$ cat config.mk
export PLATFORM = sky130hd
export DESIGN_NAME = adc_serial_ctrl
export DESIGN_NICKNAME = d
export VERILOG_FILES = /design/src/sync3.v /design/src/adc_serial_ctrl.v
export VERILOG_INCLUDE_DIRS = /design/src
export SDC_FILE = /design/constraint.sdc
export NUM_CORES = 1
export LEC_CHECK = 0
export BUFFER_PORTS_ARGS = -buffer_cell sky130_fd_sc_hd__buf_4
export CORE_ASPECT_RATIO = 1.4
export CORE_MARGIN = 5
export CORE_UTILIZATION = 54
export DETAILED_ROUTE_END_ITERATION = 10
export HOLD_SLACK_MARGIN = 0.08
export PLACE_DENSITY = 0.73
export SYNTH_ARGS = -nofsm -noshare
export SYNTH_HDL_FRONTEND = slang
export SYNTH_SLANG_ARGS = --single-unit
$ cat constraint.sdc
create_clock -name clk -period 1.9 [get_ports clk]
set_input_delay 0.285 -clock clk [delete_from_list [all_inputs] [get_ports clk]]
set_output_delay 0.285 -clock clk [all_outputs]
set_load 0.02 [all_outputs]
$ cat src/adc_ctrl_map.vh
// constants for the integrating converter control block
// assumes inclusion by adc_serial_ctrl.v only
`ifndef ADC_CTRL_MAP_VH
`define ADC_CTRL_MAP_VH

// command byte, bits 7:6 select the command
`define CMD_OP_HI 7
`define CMD_OP_LO 6
`define CMD_OP_CONFIG 2'h0
`define CMD_OP_USER 2'h1
`define CMD_OP_READSEL 2'h2
`define CMD_OP_NONE 2'h3
// config command fields
`define CFG_MODE50_BIT 0
`define CFG_START_BIT 1
// reset values
`define RST_MODE50 1'b0
`define RST_USER_OUT 4'h0
`define RST_READ_SEL 2'h3
`define RST_IN_SHIFT 8'hff
// output register indexes
`define OREG_RESULT_HI 2'h0
`define OREG_RESULT_MID 2'h1
`define OREG_RESULT_LO 2'h2
`define OREG_STATUS 2'h3
// integration lengths in oscillator periods
`define INTEG_COUNT_50HZ 18'd655
`define INTEG_COUNT_60HZ 18'd545
// deintegration overrange limit in oscillator periods
`define DEINT_MAX_COUNT 18'h3ffff

`endif

$ cat src/sync3.v
// three-stage synchroniser with agreement filter
// assumes d is asynchronous to clk
`timescale 1ns/10ps
module sync3 #(
  parameter INIT = 1'b0
) (
  input wire clk,
  input wire rst,
  input wire d,
  output wire q
);
  reg s1_q;
  reg s2_q;
  reg s3_q;
  reg lvl_q;

  always @(posedge clk) begin
    if (rst) begin
      s1_q <= INIT;
      s2_q <= INIT;
      s3_q <= INIT;
      lvl_q <= INIT;
    end else begin
      s1_q <= d;
      s2_q <= s1_q;
      s3_q <= s2_q;
      // level moves only once stages two and three agree
      if (s2_q == s3_q) begin
        lvl_q <= s3_q;
      end
    end
  end

  assign q = lvl_q;
endmodule // sync3

$ cat src/adc_serial_ctrl.v
// control logic of a dual-slope integrating converter with four-wire serial port
// assumes all serial pins, oscillator and comparator inputs are asynchronous to clk
`timescale 1ns/10ps
`include "adc_ctrl_map.vh"
module adc_serial_ctrl (
  input wire clk,
  input wire rst,
  input wire cs_n,
  input wire sclk,
  input wire din,
  output wire dout_o,
  output wire dout_oe,
  input wire oscillator_input,
  output wire oscillator_output,
  input wire zero_cross,
  input wire input_negative,
  output wire integrate_input,
  output wire deintegrate_ref,
  output wire user_output_0,
  output wire user_output_1,
  output wire user_output_2,
  output wire user_output_3,
  output wire eoc,
  output wire overrange,
  output wire busy
);
  localparam ST_IDLE = 2'h0;
  localparam ST_INTEG = 2'h1;
  localparam ST_DEINT = 2'h2;

  wire cs_n_f;
  wire sclk_f;
  wire din_f;
  wire osc_f;
  wire zc_f;
  wire neg_f;

  reg cs_n_prev_q;
  reg sclk_prev_q;
  reg osc_prev_q;
  reg [7:0] in_shift_q;
  reg [7:0] out_shift_q;
  reg [1:0] read_sel_q;
  reg mode50_q;
  reg [3:0] user_out_q;
  reg start_q;
  reg start_pend_q;
  reg [1:0] state_q;
  reg [17:0] count_q;
  reg [17:0] result_q;
  reg sign_q;
  reg eoc_q;
  reg over_q;
  reg integ_q;
  reg deint_q;
  reg osc_drv_q;
  reg [7:0] out_sel_data;
  reg [17:0] integ_len;

  sync3 #(.INIT(1'b1)) u_sync_cs (.clk(clk), .rst(rst), .d(cs_n), .q(cs_n_f));
  sync3 #(.INIT(1'b0)) u_sync_sclk (.clk(clk), .rst(rst), .d(sclk), .q(sclk_f));
  sync3 #(.INIT(1'b0)) u_sync_din (.clk(clk), .rst(rst), .d(din), .q(din_f));
  sync3 #(.INIT(1'b0)) u_sync_osc (.clk(clk), .rst(rst), .d(oscillator_input), .q(osc_f));
  sync3 #(.INIT(1'b0)) u_sync_zc (.clk(clk), .rst(rst), .d(zero_cross), .q(zc_f));
  sync3 #(.INIT(1'b0)) u_sync_neg (.clk(clk), .rst(rst), .d(input_negative), .q(neg_f));

  wire selected = ~cs_n_f;
  wire cs_rise = cs_n_f & ~cs_n_prev_q;
  wire cs_fall = ~cs_n_f & cs_n_prev_q;
  wire sclk_rise = selected & sclk_f & ~sclk_prev_q;
  wire sclk_fall = selected & ~sclk_f & sclk_prev_q;
  wire osc_tick = osc_f & ~osc_prev_q;

  always @(posedge clk) begin
    if (rst) begin
      cs_n_prev_q <= 1'b1;
      sclk_prev_q <= 1'b0;
      osc_prev_q <= 1'b0;
      osc_drv_q <= 1'b1;
    end else begin
      cs_n_prev_q <= cs_n_f;
      sclk_prev_q <= sclk_f;
      osc_prev_q <= osc_f;
      osc_drv_q <= ~osc_f;
    end
  end

  // output register selected by the last read-select command
  always @* begin
    case (read_sel_q)
      `OREG_RESULT_HI: out_sel_data = {5'h00, sign_q, result_q[17:16]};
      `OREG_RESULT_MID: out_sel_data = result_q[15:8];
      `OREG_RESULT_LO: out_sel_data = result_q[7:0];
      default: out_sel_data = {eoc_q, (state_q != ST_IDLE), mode50_q, over_q, user_out_q};
    endcase
  end

  // serial shifters
  always @(posedge clk) begin
    if (rst) begin
      in_shift_q <= `RST_IN_SHIFT;
      out_shift_q <= 8'h00;
    end else begin
      // empty frame decodes as no command
      if (cs_fall) begin
        in_shift_q <= `RST_IN_SHIFT;
      end else if (sclk_rise) begin
        in_shift_q <= {in_shift_q[6:0], din_f};
      end
      if (cs_fall) begin
        out_shift_q <= out_sel_data;
      end else if (sclk_fall) begin
        out_shift_q <= {out_shift_q[6:0], 1'b0};
      end
    end
  end

  assign dout_oe = selected;
  assign dout_o = out_shift_q[7];

  // command decode at end of frame
  always @(posedge clk) begin
    if (rst) begin
      read_sel_q <= `RST_READ_SEL;
      mode50_q <= `RST_MODE50;
      user_out_q <= `RST_USER_OUT;
      start_q <= 1'b0;
    end else begin
      start_q <= 1'b0;
      // commit last byte at select rise
      if (cs_rise) begin
        case (in_shift_q[`CMD_OP_HI:`CMD_OP_LO])
          `CMD_OP_CONFIG: begin
            mode50_q <= in_shift_q[`CFG_MODE50_BIT];
            start_q <= in_shift_q[`CFG_START_BIT];
          end
          `CMD_OP_USER: begin
            user_out_q <= in_shift_q[3:0];
          end
          `CMD_OP_READSEL: begin
            read_sel_q <= in_shift_q[1:0];
          end
          default: begin
            read_sel_q <= read_sel_q;
          end
        endcase
      end
    end
  end

  always @* begin
    if (mode50_q) begin
      integ_len = `INTEG_COUNT_50HZ;
    end else begin
      integ_len = `INTEG_COUNT_60HZ;
    end
  end

  // conversion sequencer, counts oscillator periods
  always @(posedge clk) begin
    if (rst) begin
      state_q <= ST_IDLE;
      start_pend_q <= 1'b0;
      count_q <= 18'h00000;
      result_q <= 18'h00000;
      sign_q <= 1'b0;
      eoc_q <= 1'b0;
      over_q <= 1'b0;
      integ_q <= 1'b0;
      deint_q <= 1'b0;
    end else begin
      case (state_q)
        ST_IDLE: begin
          if (start_q) begin
            start_pend_q <= 1'b1;
            eoc_q <= 1'b0;
          end
          // integration starts on an oscillator edge
          if (start_pend_q && osc_tick) begin
            state_q <= ST_INTEG;
            start_pend_q <= 1'b0;
            count_q <= 18'h00000;
            over_q <= 1'b0;
            integ_q <= 1'b1;
          end
        end
        ST_INTEG: begin
          if (osc_tick) begin
            if (count_q == integ_len - 18'd1) begin
              state_q <= ST_DEINT;
              count_q <= 18'h00000;
              sign_q <= neg_f;
              integ_q <= 1'b0;
              deint_q <= 1'b1;
            end else begin
              count_q <= count_q + 18'd1;
            end
          end
        end
        ST_DEINT: begin
          if (osc_tick) begin
            if (zc_f || count_q == `DEINT_MAX_COUNT) begin
              state_q <= ST_IDLE;
              result_q <= count_q;
              over_q <= ~zc_f;
              deint_q <= 1'b0;
              eoc_q <= 1'b1;
            end else begin
              count_q <= count_q + 18'd1;
            end
          end
        end
        default: begin
          state_q <= ST_IDLE;
          integ_q <= 1'b0;
          deint_q <= 1'b0;
        end
      endcase
    end
  end

  assign integrate_input = integ_q;
  assign deintegrate_ref = deint_q;
  assign oscillator_output = osc_drv_q;
  assign user_output_0 = user_out_q[0];
  assign user_output_1 = user_out_q[1];
  assign user_output_2 = user_out_q[2];
  assign user_output_3 = user_out_q[3];
  assign eoc = eoc_q;
  assign overrange = over_q;
  assign busy = (state_q != ST_IDLE);
endmodule // adc_serial_ctrl

Yosys cells after proc, flatten, opt, wreduce, memory -nomap -nowiden
Index checks and enable logic that the tools add are counted.
{"block": "totals", "output_inout_bits": 12, "regBits": 96, "wordCells": 143}
{"block": "op_classes", "bitwise": 18, "eq_ne": 21, "addsub": 2, "reduce_logical": 24, "muxes": 35}
{"cell": "$mux 18", "n": 5}
{"cell": "$pmux 18 s3", "n": 1}
{"cell": "$mux 8", "n": 3}
{"cell": "$pmux 8 s3", "n": 1}
{"cell": "$add 18x1->18 const B", "n": 1}
{"cell": "$eq 18x18->1", "n": 1}
{"cell": "$eq 18x18->1 const B", "n": 1}
{"cell": "$sub 18x1->18 const B", "n": 1}
{"cell": "$mux 1", "n": 15}
{"cell": "$reduce_and 5->1", "n": 3}
{"cell": "$ne 2x2->1 const B", "n": 7}
{"cell": "$reduce_and 4->1", "n": 3}
{"cell": "$not 1->1", "n": 11}
{"cell": "$mux 2", "n": 5}
{"cell": "$reduce_and 2->1", "n": 4}
{"cell": "$reduce_bool 2->1", "n": 4}
{"cell": "$and 1x1->1", "n": 7}
{"cell": "$eq 1x1->1", "n": 6}
{"cell": "$eq 2x1->1 const B", "n": 3}
{"cell": "$eq 2x2->1 const B", "n": 3}
{"cell": "$logic_not 2->1", "n": 3}
{"cell": "$pmux 1 s3", "n": 2}
{"cell": "$pmux 2 s3", "n": 1}
{"cell": "$reduce_and 3->1", "n": 2}
{"cell": "other kinds (6)", "n": 7}

Longest topological paths before layout
Gate-level depths: netlist of run 1.
{"block": "depth", "depth_word": 6, "mapped_depth": 10}

Cells and area by module
From an unflattened synthesis of run 1, not the netlist that was laid out.
{"block": "unflattened", "cells_unflattened": 444, "hier_area_um2": 4149.0}
{"mod": "adc_serial_ctrl", "area_per_inst_um2": 3470.8, "seq_area_each_um2": 1441.4, "cells_each": 384, "n_inst": 1}
{"mod": "sync3 (u_sync_din ...)", "area_per_inst_um2": 112.6, "seq_area_each_um2": 80.1, "cells_each": 10, "n_inst": 5}
{"mod": "sync3 (u_sync_cs)", "area_per_inst_um2": 115.1, "seq_area_each_um2": 80.1, "cells_each": 10, "n_inst": 1}

Least setup slack after synthesis of run 1
OpenSTA, ideal clock, no wires.
{"block": "synth_path", "path_type": "register -> register", "start": "register state_q[0]", "end": "register count_q[5]", "setup_ns": 0.074, "arrival_ns": 2.126, "stages_incl_launch_ff": 11, "slack_ns": -0.300, "n_path_buf": 2, "cell_sequence": "dfxtp_1 > inv_1 > ha_1 > clkbuf_1 > inv_1 > o21ai_1 > a21o_1 > a2111oi_2 > buf_2 > o21ai_0 > a31oi_1"}
{"block": "synth_via", "elab_chain_cells": 3, "word_cells_on_any_way": 10, "classes_between": "eq/ne: 6; mux: 1; reduce/logical: 3"}
{"item": "start: declaration", "line": "adc_serial_ctrl.v:48", "text": "reg [1:0] state_q;"}
{"item": "start signal: assignment", "line": "adc_serial_ctrl.v:162", "text": "state_q <= ST_IDLE;"}
{"item": "start signal: assignment", "line": "adc_serial_ctrl.v:180", "text": "state_q <= ST_INTEG;"}
{"item": "start signal: assignment", "line": "adc_serial_ctrl.v:190", "text": "state_q <= ST_DEINT;"}
{"item": "$eq 2x2->1 (tied with other cells)", "line": "adc_serial_ctrl.v:172", "text": "case (state_q)"}
{"item": "$ne 2x2->1 (no source line) / $reduce_bool 3->1 (equally long branches)"}
{"item": "$reduce_and 5->1 (no source line)"}
{"item": "end signal: assignment", "line": "adc_serial_ctrl.v:196", "text": "count_q <= count_q + 18'd1;"}
{"item": "end signal: assignment", "line": "adc_serial_ctrl.v:209", "text": "count_q <= count_q + 18'd1;"}
{"item": "end: declaration", "line": "adc_serial_ctrl.v:49", "text": "reg [17:0] count_q;"}
Several ways; a longest one is shown, not always the timed one.
A chain may end at the register's enable or synchronous reset.

Worst setup path in the final report of run 1
{"block": "layout_path", "start": "register count_q[15]", "end": "register result_q[4]"}
{"block": "layout_via", "elab_chain_cells": 3}
{"item": "$eq 18x18->1 (no source line)"}
{"item": "$logic_or 1x1->1 (no source line)"}
{"item": "$reduce_and 3->1 (no source line)"}
{"item": "end signal: assignment", "line": "adc_serial_ctrl.v:204", "text": "result_q <= count_q;"}
{"item": "end: declaration", "line": "adc_serial_ctrl.v:50", "text": "reg [17:0] result_q;"}
No other way between the ends.

==> results.sh, run 1 <==
export IMPL_grt_total_usage=0.213
export IMPL_synth_cell_types=48
export IMPL_netlist_top_cells_area="dfxtp_1, nand2_1, mux2i_1"
export IMPL_worstPathRequired_ps=2200
export IMPL_drtIter0Drc=277
export IMPL_io_pins=20
export IMPL_final_core_util=0.760
export IMPL_fin_crit_sh=1.10
export IMPL_clk_latency_ps=370
export IMPL_synthTopCellsByCount="dfxtp_1, nand2_1, nor2_1"
export IMPL_dp_hpwl_mm=6.82
export IMPL_die_w_um=83.5
export IMPL_grt_pass1_wl_mm=16.3
export IMPL_failed_checks="negative setup slack"
export IMPL_yosysTopAreaCellShare=0.471
export IMPL_async_flop_share=0
export IMPL_layout_drive_gt1_share=0.404
export IMPL_postRouteAntennaNets=0
export IMPL_antenna_found_initial=0
export IMPL_die_height_um=113
export IMPL_post_route_cell_area_mm2=0.00560
export IMPL_cts_made_buffers=9
export IMPL_grt_overflow=0
export IMPL_rows=37
export IMPL_synth_warnings=0
export IMPL_clkTransAtPathRegs_ps=100
export IMPL_vias_per_cell=5.78
export IMPL_start_util=0.554
export IMPL_fin_crit_ps=2090
export IMPL_gp_congestion=0.900
export IMPL_total_leakage_power_uw=0.00218
export IMPL_hold_viol=0
export IMPL_yosysSeqAreaShare=0.471
export IMPL_cts_path_max_buffers=2
export IMPL_core_mm2=0.00736
export IMPL_peakVddDrop_v=0.000636
export IMPL_synth_cells=464
export IMPL_nets=565
export IMPL_yosys_area_top_type="dfxtp_1"
export IMPL_cts_tree="yes"
export IMPL_ys_ff_latch=96
export IMPL_grt_pass1_vias=3380
export IMPL_synth_area_mm2=0.00408
export IMPL_die_area_mm2=0.00942
export IMPL_crit_type="reg2reg"
export IMPL_htreeDepth=3
export IMPL_power_density_mw_per_mm2=638
export IMPL_synthesis_nets=477
export IMPL_post_drt_wl_per_cell_um=17.4
export IMPL_port_buffers=19
export IMPL_status="finished, violations left"
export IMPL_wl_mm=11.4
export IMPL_place_ws_ps=-196
export IMPL_synth_avg_cell_area_um2=8.79
export IMPL_max_cap_violations=0
export IMPL_synth_ff_type="dfxtp_1"
export IMPL_first_pass_iters=5
export IMPL_synth_most_common_cell="dfxtp_1"
export IMPL_num_antenna_cells=0
export IMPL_critPathCaptureType="flip-flop"
export IMPL_clockRootBuffer="clkbuf_8"
export IMPL_synth_edf_count=0
export IMPL_grt_max_degree=56
export IMPL_cts_sinks=96
export IMPL_layout_setup_ws_ps=-190
export IMPL_finClkSkew_ps=11.7
export IMPL_dpl_cell_area_mm2=0.00474
export IMPL_cp_arrival_ps=2390
export IMPL_area_growth_pct=37.2
export IMPL_cp_max_fo=5
export IMPL_drv_slew=0
export IMPL_rsz0062_at_grt="yes"
export IMPL_finalSetupViolations=39
export IMPL_drc=0
export IMPL_worst_slew_pin_slew_ps=630
export IMPL_power_uw=3570
export IMPL_worst_hold_path_type="in2reg"
export IMPL_max_slew_margin_rel=0.574
export IMPL_whs_ps=109
export IMPL_num_vias=3782
export IMPL_crit_path_start_kind="flip-flop"
export IMPL_fmax_mhz=478
-- layout by cell type (no fill, tap or decap), types with 8 or more instances in the layout --
cell | synthesis | layout
a21oi_1 | 28 | 23
a21oi_2 | 10 | 14
buf_4 | 1 | 84
buf_6 | 2 | 8
clkbuf_8 | 0 | 9
dfxtp_1 | 96 | 80
dfxtp_2 | 0 | 13
inv_1 | 12 | 9
mux2i_1 | 17 | 17
nand2_1 | 86 | 66
nand2_2 | 0 | 10
nand2_4 | 1 | 10
nand3_1 | 14 | 12
nor2_1 | 31 | 27
nor2b_1 | 20 | 20
nor3_1 | 17 | 15
o21ai_0 | 20 | 10
-- final cells by class --
type,instances,area [um2]
tap,97,121
clock inverter,7,60.1
timing repair buffer,100,886
sequential,96,1950
inverter,12,50.0
multi-input combinational,333,2410
fill,471,1760
clock buffer,9,124
-- layer usage --
layer  share of wire  global-route usage  routed length (um)  vias to the layer above
met5               0                   0                   0                        -
met4           0.048              0.0933                 551                        0
met3           0.059              0.0422                 668                       48
met2            0.52               0.382                5950                      157
met1            0.37               0.246                4220                     1787
li1                -                   -                   -                     1790
-- sequential cells by signal, summed over array words and instances, names as in the netlist, 2 cells and up --
name,count
count_q,18
result_q,18
in_shift_q,8
out_shift_q,8
user_out_q,4
read_sel_q,2
state_q,2
-- critical path, stage by stage (launching register included) --
cell and delay (ps):
dfxtp_2 360, nand3_2 90, or4_4 530, o31ai_4 330, and2_4 280, clkbuf_16 180
nand2_2 50, a21oi_1 180
-- through the flow --
stage          TNS, ps  cells
2_1_floorplan    -11.9    464
3_3_place_gp     -1780    612
3_5_place_dp     -3030    612
4_1_cts          -1150    637
5_1_grt          -6220    654
6_report         -3400    654
-- final timing paths --
check	startpoint	endpoint	slack, ps	cells past startpoint
worst max-delay path	count_q[15]	result_q[4]	-190	7
worst min-delay path	sclk	u_sync_sclk.s1_q	110	2
worst max register to register	count_q[15]	result_q[4]	-190	7
worst min register to register	u_sync_cs.s1_q	u_sync_cs.s2_q	430	1
-- what timing repair did --
action / CTS / global route
resized for setup: 21 / 90
hold buffers: 1 / 0
cloned: 2 / 4
pin swaps: 12 / 43
setup endpoints to repair: 40 / 41
setup buffers: 7 / 14
hold endpoints to repair: 1 / 0
-- power breakdown --
| group | total, uW | internal [uW] | switching (uW) |
|---|---|---|---|
| Sequential | 2040 | 2030 | 12.2 |
| Clock | 1290 | 501 | 784 |
| Combinational | 245 | 108 | 137 |
| Total | 3570 | 2640 | 934 |
-- kinds of logic (layout without fill, tap and decap cells) --
| group | Yosys count | in the layout | share of synthesized area |
|---|---|---|---|
| adders and majority gates | 5 | 5 | 0.0153 |
| muxes | 25 | 25 | 0.0721 |
| AOI/OAI and AO/OA | 93 | 93 | 0.151 |
| xor gates and xnor gates | 7 | 7 | 0.0150 |
| and+or+nand+nor | 202 | 203 | 0.236 |
| buffers and inverters | 36 | 128 | 0.0396 |
| DFF | 96 | 96 | 0.471 |
Note: power is estimated with default switching activity, not from simulation.
==> inputs of run 2 (changes only) <==
Settings changed: CORE_UTILIZATION 54 to 55, PLACE_DENSITY 0.73 to 0.74, SYNTH_HIERARCHICAL set to 1.
==> results.sh, run 2 <==
export IMPL_power_density_mw_per_mm2=721
export IMPL_dp_hpwl_mm=7.25
export IMPL_status="finished, violations left"
export IMPL_num_antenna_cells=0
export IMPL_cts_tree="yes"
export IMPL_gp_congestion=0.979
export IMPL_grt_max_degree=38
export IMPL_synth_avg_cell_area_um2=9.34
export IMPL_yosys_area_top_type="dfxtp_1"
export IMPL_cp_arrival_ps=2480
export IMPL_dpl_cell_area_mm2=0.00490
export IMPL_synth_edf_count=0
export IMPL_first_pass_iters=6
export IMPL_worst_path_stages=7
export IMPL_synth_cell_types=57
export IMPL_hold_depth=2
export IMPL_grt_pass1_wl_mm=17.5
export IMPL_worst_slew_pin_slew_ps=491
export IMPL_rows=37
export IMPL_worst_hold_path_type="in2reg"
export IMPL_synth_most_common_cell="dfxtp_1"
export IMPL_path_delay_family="compound AO/OA/AOI/OAI gates"
export IMPL_grt_total_usage=0.234
export IMPL_layout_setup_ws_ps=-325
export IMPL_drv_slew=0
export IMPL_postRouteAntennaNets=0
export IMPL_layout_drive_gt1_share=0.338
export IMPL_crit_buf_inv=1
export IMPL_nets=556
export IMPL_synth_cells=444
export IMPL_final_core_util=0.758
export IMPL_clk_latency_ps=380
export IMPL_htreeDepth=3
export IMPL_peakVddDrop_v=0.000704
export IMPL_die_height_um=113
export IMPL_num_vias=3849
export IMPL_clockRootBuffer="clkbuf_8"
export IMPL_crit_type="reg2reg"
export IMPL_die_w_um=83.4
export IMPL_path_cells="or4_1, o22ai_2, a311o_2, buf_12, nor3b_1, o21ai_1, o31ai_2"
export IMPL_io_pins=20
export IMPL_stdcell_count=645
export IMPL_cts_sinks=96
export IMPL_top_regs="count_q (18), result_q (18)"
export IMPL_failed_checks="negative setup slack"
export IMPL_wl_mm=12.2
export IMPL_ys_ff_latch=96
export IMPL_cts_path_max_buffers=2
export IMPL_post_drt_wl_per_cell_um=18.9
export IMPL_die_area_mm2=0.00941
export IMPL_port_buffers=19
export IMPL_async_flop_share=0
export IMPL_antenna_found_initial=0
export IMPL_synth_warnings=6
export IMPL_max_slew_margin_rel=0.672
export IMPL_finalSetupViolations=41
export IMPL_yosysSeqAreaShare=0.463
export IMPL_synthTopCellsByCount="dfxtp_1, nor2_1, mux2i_1"
export IMPL_power_uw=4020
export IMPL_drc=0
export IMPL_dp_cells=607
export IMPL_synthesis_nets=457
export IMPL_grt_pass1_vias=3652
export IMPL_yosysTopAreaCellShare=0.463
export IMPL_register_area_mm2=0.00194
export IMPL_critical_path_max_stage_delay_ps=560
export IMPL_whs_ps=117
export IMPL_synth_ff_type="dfxtp_1"
export IMPL_grt_overflow=0
export IMPL_critPathCaptureType="flip-flop"
export IMPL_final_cell_mix="buf_4, dfxtp_1, nor2_1"
export IMPL_netlist_top_cells_area="dfxtp_1, mux2i_1, nor2_1"
export IMPL_fin_crit_sh=1.17
export IMPL_post_route_cell_area_mm2=0.00558
export IMPL_crit_path_start_kind="flip-flop"
export IMPL_total_leakage_power_uw=0.00220
export IMPL_max_cap_violations=0
export IMPL_core_mm2=0.00736
export IMPL_fmax_mhz=449
export IMPL_area_growth_pct=34.5
export IMPL_hold_viol=0
export IMPL_reg2regPathDepth=7
export IMPL_multi_input_area_mm2=0.00229
export IMPL_clkTransAtPathRegs_ps=100
export IMPL_vias_per_cell=5.97
export IMPL_synth_area_mm2=0.00415
export IMPL_cts_made_buffers=9
export IMPL_fin_crit_ps=2220
export IMPL_final_common_cell="buf_4"
export IMPL_critPathSlowestCell="or4_1"
export IMPL_cp_max_fo=14
export IMPL_rsz0062_at_grt="yes"
export IMPL_fillers=487
export IMPL_worstPathRequired_ps=2160
export IMPL_drtIter0Drc=461
export IMPL_finClkSkew_ps=9.16
export IMPL_start_util=0.564
-- run 2: changes by cell type in the layout (fill, tap and decap cells not counted), sizes merged, moves of 6 or more --
cell | before | now
nor3 | 17 | 11
a21oi | 38 | 21
a31oi | 8 | 2
nor2 | 31 | 49
nand2 | 88 | 35
buf | 96 | 108
xnor2 | 7 | 0
mux2i | 17 | 40
-- run 2: cells by family after synthesis --
group | after synthesis | synth area share
and+or+nand+nor | 189 | 0.246
buffers and inverters | 32 | 0.0395
muxes | 43 | 0.113
adders and majority gates | 5 | 0.0151
AOI/OAI and AO/OA | 79 | 0.123
DFF | 96 | 0.463
-- run 2: path summary, 6_finish.rpt --
kind             startpoint              to  slack (ps)
min reg2reg  u_sync_cs/s1_q  u_sync_cs/s2_q         430
min              zero_cross  u_sync_zc/s1_q         120
max              count_q[1]      count_q[3]        -320
max reg2reg      count_q[1]      count_q[3]        -320
-- run 2: routing by layer --
| layer | vias up | part of all wire | GRT usage |
|---|---|---|---|
| li1 | 1781 | - | - |
| met1 | 1854 | 0.37 | 0.254 |
| met2 | 164 | 0.51 | 0.412 |
| met3 | 50 | 0.061 | 0.0444 |
| met4 | 0 | 0.059 | 0.157 |
| met5 | - | 0 | 0 |
-- run 2: what timing repair did --
item / CTS / global route
buffers inserted: 8 / 11
hold buffers: 1 / 0
gates resized for setup: 34 / 38
pin swaps: 14 / 20
cloned: 3 / 0
hold endpoints to repair: 1 / 0
setup endpoints to repair: 40 / 42
-- run 2: cell type report --
cell class,count,area share
Timing Repair Buffer,109,0.168
Tap cell,97,0.0217
Clock inverter,6,0.0157
Sequential cell,96,0.348
Clock buffer,10,0.0267
Inverter,11,0.00829
Multi-Input combinational cell,316,0.411
-- run 2: through the flow --
stage	TNS [ps]	setup slack [ps]
2_1_floorplan	-32.5	-25.5
3_3_place_gp	-3330	-142
3_5_place_dp	-4340	-198
4_1_cts	-3610	-192
5_1_grt	-8860	-361
6_report	-6980	-325
-- run 2: power breakdown --
group | leakage [uW] | switching [uW] | internal, uW
logic | 0.00129 | 216 | 197
clock network | 0.000122 | 740 | 824
registers | 0.000783 | 16.0 | 2030
total | 0.00220 | 972 | 3050
